<file path="src/hw/ipc_pkg.sv">
// shared constants and types for the two-level interrupt priority controller
// assumes an 8-bit special function register bus driven by the core sequencer
package ipc_pkg;

  localparam int unsigned IPC_NUM_SRC = 10;

  // special function register addresses
  localparam logic [7:0] IPC_ADDR_EN_AUX   = 8'ha7;
  localparam logic [7:0] IPC_ADDR_EN_MAIN  = 8'ha8;
  localparam logic [7:0] IPC_ADDR_PRI_AUX  = 8'hb7;
  localparam logic [7:0] IPC_ADDR_PRI_MAIN = 8'hb8;

  // reset values and writable bits (reserved and unused bits read zero)
  localparam logic [7:0] IPC_RESET_VALUE     = 8'h00;
  localparam logic [7:0] IPC_MASK_EN_MAIN    = 8'hbf;
  localparam logic [7:0] IPC_MASK_PRI_MAIN   = 8'h3f;
  localparam logic [7:0] IPC_MASK_AUX        = 8'h93;

  // bit positions in the main enable / main priority registers
  localparam int unsigned IPC_BIT_GLOBAL = 7;
  localparam int unsigned IPC_BIT_TIMER2 = 5;
  localparam int unsigned IPC_BIT_UART1  = 4;
  localparam int unsigned IPC_BIT_TIMER1 = 3;
  localparam int unsigned IPC_BIT_EXT1   = 2;
  localparam int unsigned IPC_BIT_TIMER0 = 1;
  localparam int unsigned IPC_BIT_EXT0   = 0;
  // bit positions in the auxiliary enable / auxiliary priority registers
  localparam int unsigned IPC_BIT_DDC    = 7;
  localparam int unsigned IPC_BIT_UART2  = 4;
  localparam int unsigned IPC_BIT_I2C    = 1;
  localparam int unsigned IPC_BIT_USB    = 0;

  // source index = polling order, 0 polled first
  localparam logic [3:0] IPC_SRC_EXT0   = 4'h0;
  localparam logic [3:0] IPC_SRC_UART2  = 4'h1;
  localparam logic [3:0] IPC_SRC_TIMER0 = 4'h2;
  localparam logic [3:0] IPC_SRC_I2C    = 4'h3;
  localparam logic [3:0] IPC_SRC_EXT1   = 4'h4;
  localparam logic [3:0] IPC_SRC_DDC    = 4'h5;
  localparam logic [3:0] IPC_SRC_TIMER1 = 4'h6;
  localparam logic [3:0] IPC_SRC_USB    = 4'h7;
  localparam logic [3:0] IPC_SRC_UART1  = 4'h8;
  localparam logic [3:0] IPC_SRC_TIMER2 = 4'h9;

  // service routine entry points
  localparam logic [15:0] IPC_VEC_EXT0   = 16'h0003;
  localparam logic [15:0] IPC_VEC_TIMER0 = 16'h000b;
  localparam logic [15:0] IPC_VEC_EXT1   = 16'h0013;
  localparam logic [15:0] IPC_VEC_TIMER1 = 16'h001b;
  localparam logic [15:0] IPC_VEC_UART1  = 16'h0023;
  localparam logic [15:0] IPC_VEC_TIMER2 = 16'h002b;
  localparam logic [15:0] IPC_VEC_USB    = 16'h0033;
  localparam logic [15:0] IPC_VEC_DDC    = 16'h003b;
  localparam logic [15:0] IPC_VEC_I2C    = 16'h0043;
  localparam logic [15:0] IPC_VEC_UART2  = 16'h004b;

  typedef logic [IPC_NUM_SRC-1:0] ipc_src_vec_type;

  // what the core sequencer needs to perform the hardware long call
  typedef struct packed {
    logic [15:0] vector;
    logic        high_level;
    logic [3:0]  source;
  } ipc_call_type;

endpackage

</file>
<file path="src/hw/ipc_controller.sv">
// two-level interrupt priority controller with ten sources and fixed polling order
// assumes the core sequencer supplies one-cycle strobes for the flag sampling phase
// and machine cycle end, plus levels that describe the instruction in progress
//
// What this block does
// - each source owns one priority bit, 0 low level, 1 high level.
// - a high-level request may preempt a running low-level routine.
// - nothing vectors while a high-level routine runs.
// - high-level requests win over low-level ones polled together.
// - same-level ties follow fixed order Int0 first, Timer2 last.
// - global allow bit 7 low blocks all; high lets each enable decide.
// - main enable holds Timer2,UART1,Timer1,Int1,Timer0,Int0 at bits 5..0; bit 6 reserved.
// - auxiliary enable holds DDC bit 7, UART2 bit 4, I2C bit 1, USB bit 0.
// - main priority holds the same six sources at bits 5..0; 7,6 reserved.
// - auxiliary priority holds DDC 7, UART2 4, I2C 1, USB 0.
// - flags sampled at the sample phase, evaluated at the cycle-end strobe of that same machine cycle.
// - no call while an equal or higher level routine is in progress.
// - call only at the last machine cycle of an instruction.
// - no call during interrupt return or any enable/priority register access.
// - denied requests are forgotten; every poll uses fresh samples only.
// - acknowledge pushes PC without status word, then loads the vector.
// - vectors 0003h,000Bh,0013h,001Bh,0023h,002Bh,0033h,003Bh,0043h,004Bh per source.
// - interrupt return clears active level in-progress and pops two PC bytes.
// - plain subroutine return pops PC but keeps in-progress state.
// - both enable and both priority registers reset to zero.
`timescale 1ns/1ps
`default_nettype none

module ipc_controller
  import ipc_pkg::*;
(
  input  wire logic                     clk_in,
  input  wire logic                     rst_in,
  input  wire logic [7:0]               sfr_addr_in,
  input  wire logic                     sfr_wr_in,
  input  wire logic                     sfr_rd_in,
  input  wire logic [7:0]               sfr_wdata_in,
  output var  logic [7:0]               sfr_rdata_out,
  output var  logic                     sfr_hit_out,
  input  wire ipc_pkg::ipc_src_vec_type irq_flags_in,
  input  wire logic                     sample_phase_in,
  input  wire logic                     cycle_end_in,
  input  wire logic                     last_cycle_in,
  input  wire logic                     interrupt_exit_instr_instr_in,
  input  wire logic                     ret_instr_in,
  output var  logic                     hw_call_out,
  output var  ipc_pkg::ipc_call_type    call_out,
  output var  logic                     pc_pop_out,
  output var  logic                     in_prog_low_out,
  output var  logic                     in_prog_high_out
);
  import ipc_pkg::*;

  // registers
  logic [7:0]      int_enable_main;
  logic [7:0]      int_enable_aux;
  logic [7:0]      int_priority_main;
  logic [7:0]      int_priority_aux;
  ipc_src_vec_type sampled;
  logic            sample_valid;
  logic            reg_touched;
  logic            act_low;
  logic            act_high;

  // map main/aux register pair onto polling order
  function automatic ipc_src_vec_type to_poll_order(input logic [7:0] main_reg, input logic [7:0] aux_reg);
    ipc_src_vec_type v;
    v = '0;
    v[IPC_SRC_EXT0]   = main_reg[IPC_BIT_EXT0];
    v[IPC_SRC_UART2]  = aux_reg[IPC_BIT_UART2];
    v[IPC_SRC_TIMER0] = main_reg[IPC_BIT_TIMER0];
    v[IPC_SRC_I2C]    = aux_reg[IPC_BIT_I2C];
    v[IPC_SRC_EXT1]   = main_reg[IPC_BIT_EXT1];
    v[IPC_SRC_DDC]    = aux_reg[IPC_BIT_DDC];
    v[IPC_SRC_TIMER1] = main_reg[IPC_BIT_TIMER1];
    v[IPC_SRC_USB]    = aux_reg[IPC_BIT_USB];
    v[IPC_SRC_UART1]  = main_reg[IPC_BIT_UART1];
    v[IPC_SRC_TIMER2] = main_reg[IPC_BIT_TIMER2];
    return v;
  endfunction

  // lowest index wins: that is the one polled first
  function automatic logic [3:0] first_set(input ipc_src_vec_type v);
    logic [3:0] idx;
    idx = '0;
    for (int i = IPC_NUM_SRC - 1; i >= 0; i--) begin
      if (v[i]) begin
        idx = 4'(i);
      end
    end
    return idx;
  endfunction

  function automatic logic [15:0] vector_of(input logic [3:0] src);
    logic [15:0] vec;
    case (src)
      IPC_SRC_EXT0:   vec = IPC_VEC_EXT0;
      IPC_SRC_UART2:  vec = IPC_VEC_UART2;
      IPC_SRC_TIMER0: vec = IPC_VEC_TIMER0;
      IPC_SRC_I2C:    vec = IPC_VEC_I2C;
      IPC_SRC_EXT1:   vec = IPC_VEC_EXT1;
      IPC_SRC_DDC:    vec = IPC_VEC_DDC;
      IPC_SRC_TIMER1: vec = IPC_VEC_TIMER1;
      IPC_SRC_USB:    vec = IPC_VEC_USB;
      IPC_SRC_UART1:  vec = IPC_VEC_UART1;
      IPC_SRC_TIMER2: vec = IPC_VEC_TIMER2;
      default:        vec = IPC_VEC_EXT0;
    endcase
    return vec;
  endfunction

  // register decode
  wire logic sel_en_main  = (sfr_addr_in == IPC_ADDR_EN_MAIN);
  wire logic sel_en_aux   = (sfr_addr_in == IPC_ADDR_EN_AUX);
  wire logic sel_pri_main = (sfr_addr_in == IPC_ADDR_PRI_MAIN);
  wire logic sel_pri_aux  = (sfr_addr_in == IPC_ADDR_PRI_AUX);
  wire logic sel_any      = sel_en_main | sel_en_aux | sel_pri_main | sel_pri_aux;
  wire logic access_now   = sel_any & (sfr_wr_in | sfr_rd_in);

  wire logic [7:0] read_mux = sel_en_main  ? int_enable_main :
                              sel_en_aux   ? int_enable_aux :
                              sel_pri_main ? int_priority_main :
                              sel_pri_aux  ? int_priority_aux : IPC_RESET_VALUE;

  // polling
  wire logic            global_allow = int_enable_main[IPC_BIT_GLOBAL];
  wire ipc_src_vec_type enable_vec   = to_poll_order(int_enable_main, int_enable_aux);
  wire ipc_src_vec_type prio_vec     = to_poll_order(int_priority_main, int_priority_aux);
  wire ipc_src_vec_type cand         = sample_valid ? (sampled & enable_vec & {IPC_NUM_SRC{global_allow}})
                                                    : '0;
  wire ipc_src_vec_type cand_high    = cand & prio_vec;
  wire ipc_src_vec_type cand_low     = cand & ~prio_vec;
  wire logic            win_high     = |cand_high;
  wire ipc_src_vec_type pick         = win_high ? cand_high : cand_low;
  wire logic [3:0]      win_src      = first_set(pick);

  // a running high routine blocks all, a running low routine blocks low only
  wire logic level_blocked = act_high | (act_low & ~win_high);
  wire logic instr_end     = cycle_end_in & last_cycle_in;
  wire logic instr_blocked = interrupt_exit_instr_instr_in | reg_touched | access_now;
  wire logic take_call     = instr_end & (|pick) & ~level_blocked & ~instr_blocked;
  wire logic interrupt_exit_instr_done     = instr_end & interrupt_exit_instr_instr_in;
  wire logic ret_done      = instr_end & ret_instr_in;

  wire logic next_act_high = take_call ? (act_high | win_high) : (interrupt_exit_instr_done ? 1'b0 : act_high);
  wire logic next_act_low  = take_call ? (act_low | ~win_high)
                                       : ((interrupt_exit_instr_done & ~act_high) ? 1'b0 : act_low);

  always_ff @(posedge clk_in or posedge rst_in) begin
    if (rst_in) begin
      int_enable_main   <= IPC_RESET_VALUE;
      int_enable_aux    <= IPC_RESET_VALUE;
      int_priority_main <= IPC_RESET_VALUE;
      int_priority_aux  <= IPC_RESET_VALUE;
    end else if (sfr_wr_in) begin
      if (sel_en_main)  int_enable_main   <= sfr_wdata_in & IPC_MASK_EN_MAIN;
      if (sel_en_aux)   int_enable_aux    <= sfr_wdata_in & IPC_MASK_AUX;
      if (sel_pri_main) int_priority_main <= sfr_wdata_in & IPC_MASK_PRI_MAIN;
      if (sel_pri_aux)  int_priority_aux  <= sfr_wdata_in & IPC_MASK_AUX;
    end
  end

  always_ff @(posedge clk_in or posedge rst_in) begin
    if (rst_in) begin
      sfr_rdata_out <= IPC_RESET_VALUE;
      sfr_hit_out   <= 1'b0;
    end else begin
      sfr_rdata_out <= (sfr_rd_in & sel_any) ? read_mux : IPC_RESET_VALUE;
      sfr_hit_out   <= sfr_rd_in & sel_any;
    end
  end

  // each sample replaces the last; nothing pending is remembered
  always_ff @(posedge clk_in or posedge rst_in) begin
    if (rst_in) begin
      sampled      <= '0;
      sample_valid <= 1'b0;
    end else if (sample_phase_in) begin
      sampled      <= irq_flags_in;
      sample_valid <= 1'b1;
    end
  end

  // register access anywhere in an instruction blocks the call at its end
  always_ff @(posedge clk_in or posedge rst_in) begin
    if (rst_in) begin
      reg_touched <= 1'b0;
    end else if (instr_end) begin
      reg_touched <= 1'b0;
    end else if (access_now) begin
      reg_touched <= 1'b1;
    end
  end

  always_ff @(posedge clk_in or posedge rst_in) begin
    if (rst_in) begin
      act_high <= 1'b0;
      act_low  <= 1'b0;
    end else begin
      act_high <= next_act_high;
      act_low  <= next_act_low;
    end
  end

  always_ff @(posedge clk_in or posedge rst_in) begin
    if (rst_in) begin
      hw_call_out      <= 1'b0;
      call_out         <= '0;
      pc_pop_out       <= 1'b0;
      in_prog_low_out  <= 1'b0;
      in_prog_high_out <= 1'b0;
    end else begin
      hw_call_out      <= take_call;
      pc_pop_out       <= interrupt_exit_instr_done | ret_done;
      in_prog_low_out  <= next_act_low;
      in_prog_high_out <= next_act_high;
      if (take_call) begin
        call_out.vector     <= vector_of(win_src);
        call_out.high_level <= win_high;
        call_out.source     <= win_src;
      end
    end
  end

  // polled candidates kept one cycle so the checks can see what the call chose from
  ipc_src_vec_type pick_q;
  wire ipc_src_vec_type below_win = pick_q & ((ipc_src_vec_type'(1) << call_out.source) - ipc_src_vec_type'(1));

  always_ff @(posedge clk_in or posedge rst_in) begin
    if (rst_in) begin
      pick_q <= '0;
    end else begin
      pick_q <= pick;
    end
  end

  // checks
  chk_high_blocks_all: assert property (@(posedge clk_in) disable iff (rst_in)
    act_high |=> !hw_call_out)
    else $error("call issued while high routine in progress");

  chk_low_preempt: assert property (@(posedge clk_in) disable iff (rst_in)
    ($past(act_low) && !$past(act_high) && hw_call_out) |-> call_out.high_level)
    else $error("low routine preempted by low request");

  chk_call_at_end: assert property (@(posedge clk_in) disable iff (rst_in)
    hw_call_out |-> $past(cycle_end_in) && $past(last_cycle_in))
    else $error("call outside last cycle of instruction");

  chk_no_call_interrupt_exit_instr: assert property (@(posedge clk_in) disable iff (rst_in)
    $past(interrupt_exit_instr_instr_in) |-> !hw_call_out)
    else $error("call during interrupt return");

  chk_global_gate: assert property (@(posedge clk_in) disable iff (rst_in)
    !int_enable_main[IPC_BIT_GLOBAL] |=> !hw_call_out)
    else $error("call with global allow clear");

  chk_vector_match: assert property (@(posedge clk_in) disable iff (rst_in)
    hw_call_out |-> call_out.vector == vector_of(call_out.source))
    else $error("vector does not match source");

  chk_high_first: assert property (@(posedge clk_in) disable iff (rst_in)
    take_call && |cand_high |=> call_out.high_level)
    else $error("low request served before high");

  chk_level_set: assert property (@(posedge clk_in) disable iff (rst_in)
    hw_call_out |-> (call_out.high_level ? in_prog_high_out : in_prog_low_out))
    else $error("in-progress flag not set on call");

  chk_interrupt_exit_instr_clear: assert property (@(posedge clk_in) disable iff (rst_in)
    interrupt_exit_instr_done && act_high && !take_call |=> !act_high && act_low == $past(act_low))
    else $error("interrupt return cleared wrong level");

  chk_ret_keeps: assert property (@(posedge clk_in) disable iff (rst_in)
    ret_done && !interrupt_exit_instr_instr_in && !take_call |=> act_low == $past(act_low) && act_high == $past(act_high))
    else $error("subroutine return changed in-progress state");

  chk_reserved_zero: assert property (@(posedge clk_in) disable iff (rst_in)
    !int_enable_main[6] && !int_priority_main[7] && !int_priority_main[6])
    else $error("reserved bit set");

  chk_aux_unused: assert property (@(posedge clk_in) disable iff (rst_in)
    ((int_enable_aux & ~IPC_MASK_AUX) == 8'h00) && ((int_priority_aux & ~IPC_MASK_AUX) == 8'h00))
    else $error("unused auxiliary bit set");

  chk_poll_order: assert property (@(posedge clk_in) disable iff (rst_in)
    hw_call_out |-> (below_win == '0) && pick_q[call_out.source])
    else $error("call did not follow polling order");

  chk_prio_bit: assert property (@(posedge clk_in) disable iff (rst_in)
    hw_call_out |-> call_out.high_level == prio_vec[call_out.source])
    else $error("call level differs from source priority bit");

  chk_global_call: assert property (@(posedge clk_in) disable iff (rst_in)
    hw_call_out |-> $past(global_allow) && $past(enable_vec[call_out.source]))
    else $error("call from disabled source");

  chk_no_nest: assert property (@(posedge clk_in) disable iff (rst_in)
    ((act_low || act_high) && !win_high) |=> !hw_call_out)
    else $error("call while equal level routine in progress");

  chk_no_call_access: assert property (@(posedge clk_in) disable iff (rst_in)
    (access_now && instr_end) |=> !hw_call_out)
    else $error("call during register access");

  chk_fresh_sample: assert property (@(posedge clk_in) disable iff (rst_in)
    sample_phase_in |=> sampled == $past(irq_flags_in))
    else $error("flags not replaced at sample phase");

  chk_need_sample: assert property (@(posedge clk_in) disable iff (rst_in)
    !sample_valid |=> !hw_call_out)
    else $error("call before any flag sample");

  chk_call_held: assert property (@(posedge clk_in) disable iff (rst_in)
    !hw_call_out |-> $stable(call_out))
    else $error("call record changed without a call");

  chk_pop_interrupt_exit_instr: assert property (@(posedge clk_in) disable iff (rst_in)
    interrupt_exit_instr_done |=> pc_pop_out)
    else $error("no pop after interrupt return");

  chk_pop_ret: assert property (@(posedge clk_in) disable iff (rst_in)
    ret_done |=> pc_pop_out)
    else $error("no pop after subroutine return");

  chk_interrupt_exit_instr_low: assert property (@(posedge clk_in) disable iff (rst_in)
    (interrupt_exit_instr_done && !act_high && act_low && !take_call) |=> !act_low)
    else $error("interrupt return left low level in progress");

  chk_hit_read: assert property (@(posedge clk_in) disable iff (rst_in)
    (sfr_rd_in && sel_any) |=> sfr_hit_out)
    else $error("register read not answered");

  chk_rdata_idle: assert property (@(posedge clk_in) disable iff (rst_in)
    !$past(sfr_rd_in) |-> (sfr_rdata_out == IPC_RESET_VALUE) && !sfr_hit_out)
    else $error("read data shown without a read");

endmodule // ipc_controller

`default_nettype wire

</file>
<file path="config.mk">
export PLATFORM = sky130hd
export DESIGN_NAME = ipc_controller
export DESIGN_NICKNAME = d
export VERILOG_FILES = /design/src/hw/ipc_pkg.sv /design/src/hw/ipc_controller.sv
export SDC_FILE = /design/constraint.sdc
export NUM_CORES = 1
export LEC_CHECK = 0
export BUFFER_PORTS_ARGS = -buffer_cell sky130_fd_sc_hd__buf_2
export CAP_MARGIN = 40
export CORE_MARGIN = 5
export CORE_UTILIZATION = 45
export DETAILED_ROUTE_END_ITERATION = 8
export PLACE_DENSITY = 0.77
export SYNTH_ARGS = -nofsm -noshare
export SYNTH_HDL_FRONTEND = slang
export SYNTH_SLANG_ARGS = --single-unit
export TNS_END_PERCENT = 30
</file>
<file path="constraint.sdc">
create_clock -name clk_in -period 2.8 [get_ports clk_in]
set_input_delay 0.42 -clock clk_in [delete_from_list [all_inputs] [get_ports clk_in]]
set_output_delay 0.42 -clock clk_in [all_outputs]
set_load 0.02 [all_outputs]
</file>
-- Yosys cells after proc, flatten, opt, wreduce, memory -nomap -nowiden
Memories as Yosys holds them, arrays and structs flattened. A register that Yosys moved wholly into a read port is not among the register bits.
Index checks and enable logic that the tools add are counted.
- flip-flop bits (word level): 67
- latch bits: 0
- memory bits (writable): 0
- memory bits (read-only): 64
- input bits: 35
- memories kept: 1
- $add $sub $neg: 0
- multiply operators: 0
- divide/modulo/power cells: 0
- $lt $le $gt $ge: 0
- equality and inequality tests: 4
- shift operators: 0
- mux-type cells: 23
- bitwise gates (word level): 29
- reduce and logical (&&, ||, !) cells: 9
- memories (name ; depth ; bits a word ; rd ports ; clocked after memory_dff ; wr ports ; RTL line ; text):
    (no name shown) ; 16 ; 4 ; 1 ; 1 ; 0 ; ipc_controller.sv:96 ; case (src)
- operators by type and width (cell ; count):
    AND 10 bit ; 4
    two-way mux 4 bit ; 10
    two-way mux 8 bit ; 5
    equality test 8 bit, second input constant ; 4
    two-way mux 10 bit ; 2
    OR reduction 10 bit ; 2
    AND 1 bit ; 10
    NOT 10 bit ; 1
    OR 1 bit ; 10
    AND reduction 2 bit ; 4
    two-way mux 1 bit ; 6
    nonzero test 2 bit ; 3
    NOT 1 bit ; 4

-- Longest topological paths before layout
- depth after elaboration: 16
- depth in mapped cells: 11

-- Worst setup path before layout
OpenSTA, ideal clock, no wires.
- path kind: reg-to-reg
- start point: reg sampled[1]
- end point: reg, netlist name call_out[8]
- arrival time: 2.218 ns
- path slack: 0.461 ns
- stages on the path, launching flop included: 9
- path buffers: 0
- period minus slack after synthesis: 2.339 ns
- cells stage by stage: dfrtp_1 > and3_2 > o41ai_4 > a22oi_1 > o221ai_2 > inv_1 > ha_1 > mux2i_1 > a22o_2
- longest elaborated chain between the ends: 16
- RTL lines (what ; RTL line ; text):
    start, declared ; ipc_controller.sv:59 ; ipc_src_vec_type sampled;
    start signal, assigned ; ipc_controller.sv:179 ; sampled <= irq_flags_in;
    AND 10 bit (*) (2 in series) ; ipc_controller.sv:129 ; wire ipc_src_vec_type cand = sample_valid ? (sampled & enable_vec & {IPC_NUM_SRC{global_allow}})
    two-way mux 10 bit (*) ; ipc_controller.sv:129 ;
    AND 10 bit ; ipc_controller.sv:131 ; wire ipc_src_vec_type cand_high = cand & prio_vec;
    OR reduction 10 bit ; ipc_controller.sv:133 ; wire logic win_high = |cand_high;
    two-way mux 10 bit (*) ; ipc_controller.sv:134 ; wire ipc_src_vec_type pick = win_high ? cand_high : cand_low;
    two-way mux 4 bit (9 in series) ; ipc_controller.sv:87 ; if (v[i]) begin
    two-way mux 4 bit (*) ; ipc_controller.sv:87 ;
    via win_src[0] ; ipc_controller.sv:135 ; wire logic [3:0] win_src = first_set(pick);
Mark *: on every way through the listed nets, which the timed path passes. The rest lies on a longest branch.
A chain may end at the register's enable or synchronous reset.

-- Worst setup path in the final report
- start point: reg sampled[0]
- end point: reg, netlist name call_out[8]
- longest elaborated chain between the ends: 16
- RTL lines (what ; RTL line):
    AND 10 bit (*) (2 in series) ; ipc_controller.sv:129
    two-way mux 10 bit (*) ; ipc_controller.sv:129
    AND 10 bit ; ipc_controller.sv:131
    OR reduction 10 bit ; ipc_controller.sv:133
    two-way mux 10 bit (*) ; ipc_controller.sv:134
    two-way mux 4 bit (9 in series) ; ipc_controller.sv:87
    two-way mux 4 bit (*) ; ipc_controller.sv:87
    via win_src[0] ; ipc_controller.sv:135
Marked as above.

==> reports/qor.txt <==
status - finished clean
Wirelength per Cell - 16.1 um
total track usage - 16.5%
TritonCTS Buffers - 5
max-slew violation count - 0
fillers - 561
DRC Markers - 0
Final Net Count - 368
Clock Root Buffer - clkbuf_8
CP endpoint kind - register
top cells by area, synth - dfrtp_1, mux2_2, nand2_1
vias in the first global route - 2,294
CP dominant cell by count - nand3_1
most frequent cells after synthesis - dfrtp_1, nand2_1, mux2_2
CTS tree - yes
clock transition at the registers of the reported paths - 100 ps
Worst Path Arrival - 2800 ps
skew final - 8.27 ps
Final Hold Fails - 0
largest net degree at the start of global routing - 56
ys flop type - dfrtp_1
Crit Path Category - register to register
count of boundary I/O pins - 69
Worst Tran Pin Value - 821 ps
initial antenna violation count - 0
final setup margin - 210 ps
Yosys top cell area share - 47.9%
Slew headroom - 45.1%
Port-buffer cells - 56
Antenna diodes - 0
DRT antenna net count - 0
worst-path fanout max - 7
synthesized area - 2870 um^2
VDD IR max - 0.000348 V
first drt pass iteration count - 4
Post-Synthesis Cells - 265
CTS sink count - 55
largest area contributor in the netlist - dfrtp_1
Die Area - 8080 um^2
1st-iter DRT viols - 159
final setup violating endpoints - 0
width of the chip - 89.9 um
HP Class - input port to async pin
most frequent cell after synthesis - dfrtp_1
Seq/Total Area, Yosys - 47.9%
pwr/cell area - 465 nW/um^2
GRT overflow - 0
Vias/cell - 5.52
first-pass GRT wire length - 11,200 um
drt total wl - 6610 um
Synth warnings - 0
CP required - 3010 ps
final worst-path cycle share - 92.5%
cts hold-fix bufs - 0
fin crit period - 2590 ps
Area Growth Syn to Fin - 17.7%
Synth Register Bits - 55
Syn Area/Cell - 10.8 um^2
max frequency - 386 MHz
cell family with most CP delay - compound AO/OA/AOI/OAI gates
H-Tree Depth - 2
Via Count - 2,262
unrepaired setup endpoints after global routing - no
core area - 6280 um^2
Final HPWL DP - 5070 um
share of synthesized registers carrying an async set or reset - 100%
Die Y - 89.9 um
Rows - 29
max cap viols - 0
Static Leak - 0.00172 uW
Worst-Skew Late Latency - 310 ps
Starting Density - 45.7%
crit-path max cell delay - 530 ps
layout cells sized above 1 - 38.1%
crit path cell chain - nand3_1, nand3_1, o41ai_4, buf_4, o2111ai_1, o221ai_2, inv_1, ha_1, mux2i_1, a22o_2
GPL Wtd Cong - 0.933
Buffers & Inverters on Critical Path - 2
Synth cell types - 56
Setup crit start kind - register
TNS Setup - 0 ps
EDFF count, synth - 0
Place WS - 146 ps
slowest stage cell, crit path - o41ai_4
Clock Path Buffers - 2
-- power breakdown --
group	internal (uW)	total [uW]	switching (uW)
Clock	267	526	260
Sequential	829	863	34.5
Combinational	79.0	182	103
Total	1170	1570	397
-- layer usage --
layer	up-vias	share of wire [%]	wire length [um]	GRT usage [%]
li1	1077	-	-	-
met1	1082	43	2850	22.6
met2	94	47	3120	25.9
met3	9	7.8	513	3.76
met4	0	1.9	124	5.58
met5	-	0	0	0
-- placed cells by master, fill, tap and decap left out, types with 2 or more instances in the layout --
master     synthesis  routed
a21oi_1            9       9
a22oi_1            3       3
a311oi_1           3       3
a31oi_1            5       5
and2_1             3       3
and3_1             4       4
and3_2             2       2
buf_2              3      56
buf_4             12      12
clkbuf_8           0       5
conb_1             1      11
dfrtp_1           55      55
inv_1             10       9
mux2_2            27      27
mux2i_1            4       4
nand2_1           30      30
nand3_1           11      11
nand3_2            4       4
nand3b_1           4       4
nor2_1            14      14
o2111ai_1          3       3
o21a_1             4       4
o21ai_0            8       8
o21ai_2            2       2
o21bai_1           2       2
o22ai_1            5       5
o41ai_4            2       2
or2_2              2       2
or3_1              3       3
-- path summary, 6_finish.rpt --
check	startpoint	end	slack, ps	depth (start not counted)
setup / recovery	sampled[0]	call_out[8]	210	10
setup reg to reg	sampled[0]	call_out[8]	210	10
hold / removal	rst_in	sfr_rdata_out[0]	140	3
hold reg to reg	call_out[9]	call_out[9]	470	2
min in group clk_in	ret_instr_in	pc_pop_out	330	3
max in group asynchronous	rst_in	int_priority_main[2]	2410	3
-- worst register-to-register path: stages (launching register included) --
cell and delay, ps:
dfrtp_1 440, nand3_1 160, nand3_1 210, o41ai_4 530
buf_4 200, o2111ai_1 140, o221ai_2 150, inv_1 100
ha_1 290, mux2i_1 60, a22o_2 210
-- sequential cells by signal (all words and copies together) (netlist names) --
register,flops
int_priority_main,6
sampled,10
reg_touched,1
sfr_rdata_out,7
in_prog_low_out,1
pc_pop_out,1
in_prog_high_out,1
int_enable_aux,4
int_priority_aux,4
sample_valid,1
sfr_hit_out,1
call_out,10
hw_call_out,1
int_enable_main,7
-- stage by stage --
stage          std cells  hold slack, ps  instance area (um^2)  total power, uW  utilization (%)
3_5_place_dp         400             454                  3250             1060             51.8
6_report             410             144                  3380             1570             53.9
5_1_grt              410             175                  3380             1640             53.9
2_1_floorplan        275             451                  2910              994                -
4_1_cts              408             155                  3370             1590             53.6
3_3_place_gp         400             445                  3250             1050             51.8
-- repair_timing --
action | CTS | global route
gates resized for setup | 0 | 0
endpoints found under the setup margin | 0 | 1
setup buffers | 0 | 2
-- cell type report --
cell class              count  area [um^2]  area share (%)
clock buffers               5         68.8            2.04
clock inverters             3         43.8            1.30
inverters                  10         37.5            1.11
multi-input cells         191         1370            40.5
flip-flops and latches     55         1380            40.7
well taps                  77         96.3            2.85
repair buffers             69          390            11.5
-- logic make-up after synthesis --
group	Yosys count	synth area share (%)
AO/OA/AOI/OAI	60	16.7
XOR/XNOR	1	0.305
adder cells (fa/ha/maj)	1	0.436
buffers and inverters	29	5.75
flip-flops	55	47.9
multiplexers	31	12.0
other	1	0.131
AND/OR/NAND/NOR	87	16.7
Power figures use the tool's default switching activity.
